--- src/rtl/olsc_pkg.sv ---
// constants for the list service control block
package olsc_pkg;
    localparam logic [7:0]  OFS_LIST_CONTROL   = 8'h04;
    localparam logic [7:0]  OFS_COMMAND_STATUS = 8'h08;
    localparam int          BIT_RATIO_LO       = 0;
    localparam int          BIT_RATIO_HI       = 1;
    localparam int          BIT_PERIODIC_EN    = 2;
    localparam int          BIT_ISO_EN         = 3;
    localparam int          BIT_CONTROL_EN     = 4;
    localparam int          BIT_OVR_LO         = 16;
    localparam int          BIT_OVR_HI         = 17;
    localparam logic [4:0]  CTRL_WMASK         = 5'h1f;
    localparam logic [3:0]  CMD_WMASK          = 4'hf;
    localparam logic [1:0]  OVR_RESET          = 2'h0;
    localparam logic [1:0]  OVR_STEP           = 2'h1;
    localparam logic [2:0]  SVC_RESET          = 3'h0;
    localparam logic [2:0]  SVC_STEP           = 3'h1;
    localparam logic [31:0] READ_ZERO          = 32'h0;
endpackage : olsc_pkg

--- src/rtl/olsc_frame_latch.sv ---
// frame-boundary sampler for one enable bit
`timescale 1ns/1ps
module olsc_frame_latch (
    input  wire logic i_clk_sys,
    input  wire logic i_rst,
    input  wire logic i_sof,
    input  wire logic i_live,
    output logic      o_frame
);
    logic frame_reg;
    logic frame_next;

    // an enable written mid-frame only counts from the next start of frame
    always_comb begin
        frame_next = i_sof ? i_live : frame_reg;
    end

    always_ff @(posedge i_clk_sys) begin
        if (i_rst) begin
            frame_reg <= 1'b0;
        end else begin
            frame_reg <= frame_next;
        end
    end

    assign o_frame = frame_reg;
endmodule : olsc_frame_latch

--- src/rtl/olsc_list_ctrl.sv ---
// list enables, control/bulk ratio and scheduling overrun count
//
// Behaviour
// - A set control enable runs the control list from the next frame, a clear one stops it at the next service attempt.
// - The control enable is sampled at each control service attempt and the list is skipped while it is zero.
// - On an isochronous descriptor the periodic walk goes on if iso enable is set, else it jumps to non-periodic lists.
// - A change of the iso enable takes effect from the next frame only.
// - The periodic enable is checked before the periodic list starts and changes act from the next frame.
// - The ratio field 00b..11b selects one to four control descriptors per bulk descriptor.
// - Before each non-periodic service the served-count is compared with the ratio to choose control or bulk.
// - The served-count survives frame boundaries.
// - Command/status writes set the bits 3:0 written as one and leave others, reads return everything.
// - An unfinished periodic list at end of frame is a scheduling overrun, counted in bits 17:16 of command/status.
// - An overrun increments the count and raises the overrun flag of the interrupt status.
// - The count starts at 00b, wraps past 11b, and counts even when the flag is already set.
`timescale 1ns/1ps
module olsc_list_ctrl
    import olsc_pkg::*;
#(
    parameter int RATIO_W = 2
) (
    input  wire logic        i_clk_sys,
    input  wire logic        i_rst,
    input  wire logic [7:0]  i_reg_addr,
    input  wire logic        i_reg_wr,
    input  wire logic        i_reg_rd,
    input  wire logic [31:0] i_reg_wdata,
    input  wire logic        i_sof,
    input  wire logic        i_eof,
    input  wire logic        i_periodic_busy,
    input  wire logic        i_iso_found,
    input  wire logic        i_nonper_req,
    input  wire logic        i_control_nonempty,
    input  wire logic        i_bulk_ready,
    output logic [31:0]      o_reg_rdata,
    output logic             o_periodic_go,
    output logic             o_iso_abort,
    output logic             o_serve_control,
    output logic             o_serve_bulk,
    output logic             o_overrun_pulse
);
    import olsc_pkg::*;

    if (RATIO_W != 2) begin : g_ratio_check
        $error("olsc_list_ctrl: ratio field must be 2 bits");
    end

    logic [4:0]  ctrl_reg;
    logic [4:0]  ctrl_next;
    logic [3:0]  cmd_reg;
    logic [3:0]  cmd_next;
    logic [1:0]  ovr_reg;
    logic [1:0]  ovr_next;
    logic [2:0]  svc_reg;
    logic [2:0]  svc_next;
    logic [31:0] rdata_reg;
    logic [31:0] rdata_next;
    logic        per_go_reg;
    logic        per_go_next;
    logic        iso_abort_reg;
    logic        iso_abort_next;
    logic        sc_reg;
    logic        sc_next;
    logic        sb_reg;
    logic        sb_next;
    logic        ovr_p_reg;
    logic        ovr_p_next;
    logic        ctrl_frame;
    logic        per_frame;
    logic        iso_frame;
    logic        overrun;
    logic        ratio_met;
    logic [2:0]  ratio_cnt;

    // frame-aligned copies of the three enables
    olsc_frame_latch u_ctrl_en (
        .i_clk_sys (i_clk_sys),
        .i_rst     (i_rst),
        .i_sof     (i_sof),
        .i_live    (ctrl_reg[BIT_CONTROL_EN]),
        .o_frame   (ctrl_frame)
    );
    olsc_frame_latch u_per_en (
        .i_clk_sys (i_clk_sys),
        .i_rst     (i_rst),
        .i_sof     (i_sof),
        .i_live    (ctrl_reg[BIT_PERIODIC_EN]),
        .o_frame   (per_frame)
    );
    olsc_frame_latch u_iso_en (
        .i_clk_sys (i_clk_sys),
        .i_rst     (i_rst),
        .i_sof     (i_sof),
        .i_live    (ctrl_reg[BIT_ISO_EN]),
        .o_frame   (iso_frame)
    );

    assign overrun   = i_eof & i_periodic_busy;
    assign ratio_cnt = {1'b0, ctrl_reg[BIT_RATIO_HI:BIT_RATIO_LO]} + SVC_STEP;
    assign ratio_met = (svc_reg >= ratio_cnt);

    always_comb begin
        ctrl_next   = ctrl_reg;
        cmd_next    = cmd_reg;
        ovr_next    = ovr_reg;
        rdata_next  = READ_ZERO;
        if (i_reg_wr && i_reg_addr == OFS_LIST_CONTROL) begin
            ctrl_next = i_reg_wdata[4:0] & CTRL_WMASK;
        end
        if (i_reg_wr && i_reg_addr == OFS_COMMAND_STATUS) begin
            cmd_next = cmd_reg | (i_reg_wdata[3:0] & CMD_WMASK);
        end
        if (overrun) begin
            ovr_next = ovr_reg + OVR_STEP;
        end
        if (i_reg_rd) begin
            if (i_reg_addr == OFS_LIST_CONTROL) begin
                rdata_next[4:0] = ctrl_reg;
            end else if (i_reg_addr == OFS_COMMAND_STATUS) begin
                rdata_next[3:0] = cmd_reg;
                rdata_next[BIT_OVR_HI:BIT_OVR_LO] = ovr_reg;
            end
        end
    end

    // non-periodic arbitration, count kept across frames
    always_comb begin
        svc_next       = svc_reg;
        sc_next        = 1'b0;
        sb_next        = 1'b0;
        // the frame copy only updates at this edge, so the live bit decides the frame now starting
        per_go_next    = i_sof & ctrl_reg[BIT_PERIODIC_EN];
        iso_abort_next = i_iso_found & ~iso_frame;
        ovr_p_next     = overrun;
        if (i_nonper_req) begin
            if (ctrl_frame && ctrl_reg[BIT_CONTROL_EN] && i_control_nonempty && !ratio_met) begin
                sc_next  = 1'b1;
                svc_next = svc_reg + SVC_STEP;
            end else if (i_bulk_ready) begin
                sb_next  = 1'b1;
                svc_next = SVC_RESET;
            end else if (ratio_met) begin
                svc_next = SVC_RESET;
            end
        end
    end

    always_ff @(posedge i_clk_sys) begin
        if (i_rst) begin
            ctrl_reg      <= 5'h00;
            cmd_reg       <= 4'h0;
            ovr_reg       <= OVR_RESET;
            svc_reg       <= SVC_RESET;
            rdata_reg     <= READ_ZERO;
            per_go_reg    <= 1'b0;
            iso_abort_reg <= 1'b0;
            sc_reg        <= 1'b0;
            sb_reg        <= 1'b0;
            ovr_p_reg     <= 1'b0;
        end else begin
            ctrl_reg      <= ctrl_next;
            cmd_reg       <= cmd_next;
            ovr_reg       <= ovr_next;
            svc_reg       <= svc_next;
            rdata_reg     <= rdata_next;
            per_go_reg    <= per_go_next;
            iso_abort_reg <= iso_abort_next;
            sc_reg        <= sc_next;
            sb_reg        <= sb_next;
            ovr_p_reg     <= ovr_p_next;
        end
    end

    assign o_reg_rdata     = rdata_reg;
    assign o_periodic_go   = per_go_reg;
    assign o_iso_abort     = iso_abort_reg;
    assign o_serve_control = sc_reg;
    assign o_serve_bulk    = sb_reg;
    assign o_overrun_pulse = ovr_p_reg;

    a_ovr_count_step: assert property (@(posedge i_clk_sys) disable iff (i_rst)
        overrun |=> ovr_reg == $past(ovr_reg) + OVR_STEP) else $error("overrun count did not step");
    a_ovr_flag_pulse: assert property (@(posedge i_clk_sys) disable iff (i_rst)
        overrun |=> o_overrun_pulse) else $error("overrun flag not raised");
    a_cmd_write_set: assert property (@(posedge i_clk_sys) disable iff (i_rst)
        i_reg_wr && i_reg_addr == OFS_COMMAND_STATUS |=> ((cmd_reg & $past(cmd_reg)) == $past(cmd_reg)) &&
        ((cmd_reg & $past(i_reg_wdata[3:0])) == $past(i_reg_wdata[3:0])))
        else $error("command bit lost on write");
    a_ctrl_gated: assert property (@(posedge i_clk_sys) disable iff (i_rst)
        o_serve_control |-> $past(ctrl_frame) && $past(ctrl_reg[BIT_CONTROL_EN]))
        else $error("control served while off");
    a_ctrl_sample: assert property (@(posedge i_clk_sys) disable iff (i_rst)
        i_nonper_req && !ctrl_reg[BIT_CONTROL_EN] |=> !o_serve_control) else $error("control not skipped");
    a_per_frame: assert property (@(posedge i_clk_sys) disable iff (i_rst)
        o_periodic_go |-> $past(i_sof) && per_frame) else $error("periodic start outside frame");
    a_iso_hold: assert property (@(posedge i_clk_sys) disable iff (i_rst)
        !i_sof |=> iso_frame == $past(iso_frame)) else $error("iso enable changed mid frame");
    a_iso_abort: assert property (@(posedge i_clk_sys) disable iff (i_rst)
        i_iso_found && !iso_frame |=> o_iso_abort) else $error("iso abort missing");
    a_ratio_limit: assert property (@(posedge i_clk_sys) disable iff (i_rst)
        o_serve_control |-> svc_reg <= ratio_cnt) else $error("ratio exceeded");
    a_bulk_restart: assert property (@(posedge i_clk_sys) disable iff (i_rst)
        o_serve_bulk |-> svc_reg == SVC_RESET) else $error("count not restarted");
    a_count_frame: assert property (@(posedge i_clk_sys) disable iff (i_rst)
        i_sof && !i_nonper_req |=> svc_reg == $past(svc_reg)) else $error("count cleared at frame");
endmodule : olsc_list_ctrl

--- config.mk ---
export PLATFORM = sky130hd
export DESIGN_NAME = olsc_list_ctrl
export DESIGN_NICKNAME = d
export VERILOG_FILES = /design/src/rtl/olsc_pkg.sv /design/src/rtl/olsc_frame_latch.sv /design/src/rtl/olsc_list_ctrl.sv
export SDC_FILE = /design/constraint.sdc
export NUM_CORES = 1
export LEC_CHECK = 0
export BUFFER_PORTS_ARGS = -buffer_cell sky130_fd_sc_hd__buf_2
export CAP_MARGIN = 20
export CORE_ASPECT_RATIO = 0.5
export CORE_MARGIN = 4
export CORE_UTILIZATION = 38
export DETAILED_ROUTE_END_ITERATION = 10
export GPL_TIMING_DRIVEN = 0
export PLACE_DENSITY = 0.75
export SYNTH_ARGS = -nofsm -noshare
export SYNTH_HDL_FRONTEND = slang
export SYNTH_SLANG_ARGS = --single-unit
--- constraint.sdc ---
create_clock -name i_clk_sys -period 1.67 [get_ports i_clk_sys]
set_input_delay 0.2505 -clock i_clk_sys [delete_from_list [all_inputs] [get_ports i_clk_sys]]
set_output_delay 0.2505 -clock i_clk_sys [all_outputs]
set_load 0.02 [all_outputs]
==> impl_metrics.ini <==
[status]
status = complete, but fails checks
violations = setup timing

[critical_path]
cpMaxStageDelayCell = dfxtp_4
critPathBufInv = 1
r2r-start = ctrl_reg[1]$_SDFFE_PP0P_
reg2reg_depth = 7
cp.arrival_ps = 1910
max_stage_delay_ps = 370
crit_path_end_kind = flop
required_ps = 1880
critical_path.most_common_cell = ha_4
worstSetupStartpointType = flop
worst-path-stages = 7
cp-startpoint = ctrl_reg[1]$_SDFFE_PP0P_
path_max_fanout = 3
crit_chain = ha_4, inv_2, ha_4, a21o_1, a31o_4, o31ai_4, mux2i_1
worst_path_dominant_cell_family = compound AO/OA/AOI/OAI gates
setup.worst_path.class = reg2reg

[hold_path]
hold_path.class = in2reg
holdPathStages = 2
hold_start = i_iso_found

[yosys]
synth_top_area_cell = dfxtp_1
syn_area_um2 = 1363
synth_top_family_by_area = simple AND/OR/NAND/NOR gates
synth_xor_area_share_pct = 1.286
yosys-top-cells-area = dfxtp_1 41%, buf_4 14%, nor2_1 4.7%
synth_area_per_cell_um2 = 9.269
synthAdderAreaFrac_pct = 4.591
yosys.area.top_type_share_pct = 41.14
ys_ff_latch = 28
syn_inst = 147
synth.distinct_cells = 32
synth_flop_cell = dfxtp_1
synth_mux_area_share_pct = 2.204
synthArstFlopShare_pct = 0
synth-warning-count = 0
synth_compound_area_share_pct = 11.94
synthSimpleGateAreaFrac_pct = 20.94
synth_edf_count = 0
seq_area_frac_synth_pct = 41.14

[placement]
pre_cts_ws_ps = -73.37
place.gp.congestion = 0.7938
hpwl_um = 2137
io_buffer_count = 35

[floorplanning]
rows = 15
dieArea_um2 = 4666
die_x_um = 92.69
core_um2 = 3435
die_h_um = 50.34
boundaryPins = 88
initial_core_util_pct = 39.67

[sta]
worst_slew_pin_slew_ps = 501.4
clock_skew_ps = 1.745
finalSetupViolCount = 1
slew_violations = 0
rsz0062_at_grt = yes
fin_hold_ws_ps = 223.2
period_needed_ps = 1691
tns_ps = -21.39
setup_slack_ps = -21.39
max_freq_mhz = 591.2
fin_crit_sh_pct = 101.3
hold_viol = 0
relSlewSlack_pct = 66.57

[clocking]
clockRootBuffer = clkbuf_8
clk_pin_slew_ps = 90
clock-sinks = 28
htree_levels = 1
clkLatencyLatePin_ps = 280
cts_tree = built
cts_buffers = 3
cts_buffer_depth = 2

[cells_and_area]
layout-drive-gt1-share_pct = 39.25
largest_reg_flops = 7
regArea_um2 = 566.8
n_antenna_cell = 0
final_nets = 271
multi_input_area_um2 = 716.9
nFillCells = 307
syn_to_final_growth_pct = 35.90
utilization_pct = 53.92

[routing]
wl_met1_um = 1245
vias = 1185
routed_via_density = 4.472
route.detailed.drc = 0
drt_iter0_drc = 46
drt_wl_total_um = 2972
dr_wl_met2_um = 1439
wire_per_inst_um = 11.22
firstDrtPassIters = 4
antenna_left = 0
top_layer = met4
wl_met3_um = 267

[global_route]
antenna_found_initial = 0
grt_pass1_wl_um = 4781
grtUsageTotal_pct = 12.91
grt_pass1_vias = 1113
grt_max_degree = 16
gr-total-overflow = 0

[flow_run]
cap_viol_max_count = 0

[power]
cellPowerDensity_nw_per_um2 = 690.5
vdd_ir_drop_max_uv = 322.1
leakagePower_nw = 0.8719
logic make-up after synthesis:
group,Yosys count
multiplexers,3
AND/OR/NAND/NOR,52
flip-flops,28
buffers and inverters,35
other,1
adder cells (fa/ha/maj),5
XOR/XNOR,2
AO/OA/AOI/OAI,21
cells in the mapped netlist (2+ instances only):
library cell  instances
a21oi_1               5
a22oi_1               5
a31oi_1               6
and3_1                5
buf_4                25
buf_6                 2
clkbuf_1              3
dfxtp_1              28
ha_1                  5
inv_1                 5
mux2i_1               3
nand2_1               8
nand2b_1              2
nand3_1               7
nand4b_1              3
nor2_1               17
nor2b_1               2
xor2_1                2
layout by cell type (no fill, tap or decap), types with 2 or more instances in the layout:
cell      Yosys  final
buf_2         0     35
inv_1         5      3
nand3_1       7      7
clkbuf_1      3      3
and3_1        5      5
dfxtp_1      28     25
xor2_1        2      2
nand4b_1      3      3
a22oi_1       5      5
nor2_1       17     17
ha_1          5      2
conb_1        1     25
a21oi_1       5      5
inv_2         0      2
buf_4        25     28
mux2i_1       3      3
dfxtp_2       0      2
clkbuf_8      0      4
nand2_1       8      8
buf_6         2      3
nor2b_1       2      2
ha_4          0      3
a31oi_1       6      6
path summary, 6_finish.rpt:
check                             to  slack (ps)
min           o_iso_abort$_SDFF_PP0_         220
max reg2reg  svc_reg[1]$_SDFFE_PP0P_         -20
max          svc_reg[1]$_SDFFE_PP0P_         -20
min reg2reg   o_iso_abort$_SDFF_PP0_         430
power breakdown:
part	leakage, nW	total (mW)	switching [mW]	internal [mW]
Combinational	0.615	0.186	0.107	0.0784
Clock	0.0288	0.418	0.207	0.211
Sequential	0.228	0.675	0.00289	0.672
routing by layer:
layer | global-route usage (%) | vias up
met1 | 14.52 | 529
li1 | - | 598
met5 | 0 | -
met3 | 3.892 | 3
met2 | 23.29 | 55
met4 | 4.866 | 0
stage by stage:
stage	cells	area [µm²]	power [mW]
finish	265	1852	1.279
floorplan	171	1465	0.8249
detailed placement	257	1704	0.8735
global route	265	1852	1.330
global placement	257	1704	0.8713
CTS	265	1826	1.282
cell type report:
cell class                      count  area share [%]
Sequential cell                    28           30.61
Clock buffer                        4           2.973
Timing Repair Buffer               39           11.28
Tap cell                           51           3.446
Multi-Input combinational cell    108           38.72
Inverter                            5           1.014
Buffer                             30           11.96
what timing repair did:
item / 4_1_cts / 5_1_grt
hold buffers: 0 / 0
gates resized for setup: 8 / 6
setup buffers: 4 / 0
endpoints found under the setup margin: 2 / 4
pin swaps: 4 / 3
No activity file was read; power rests on OpenSTA's default activity.
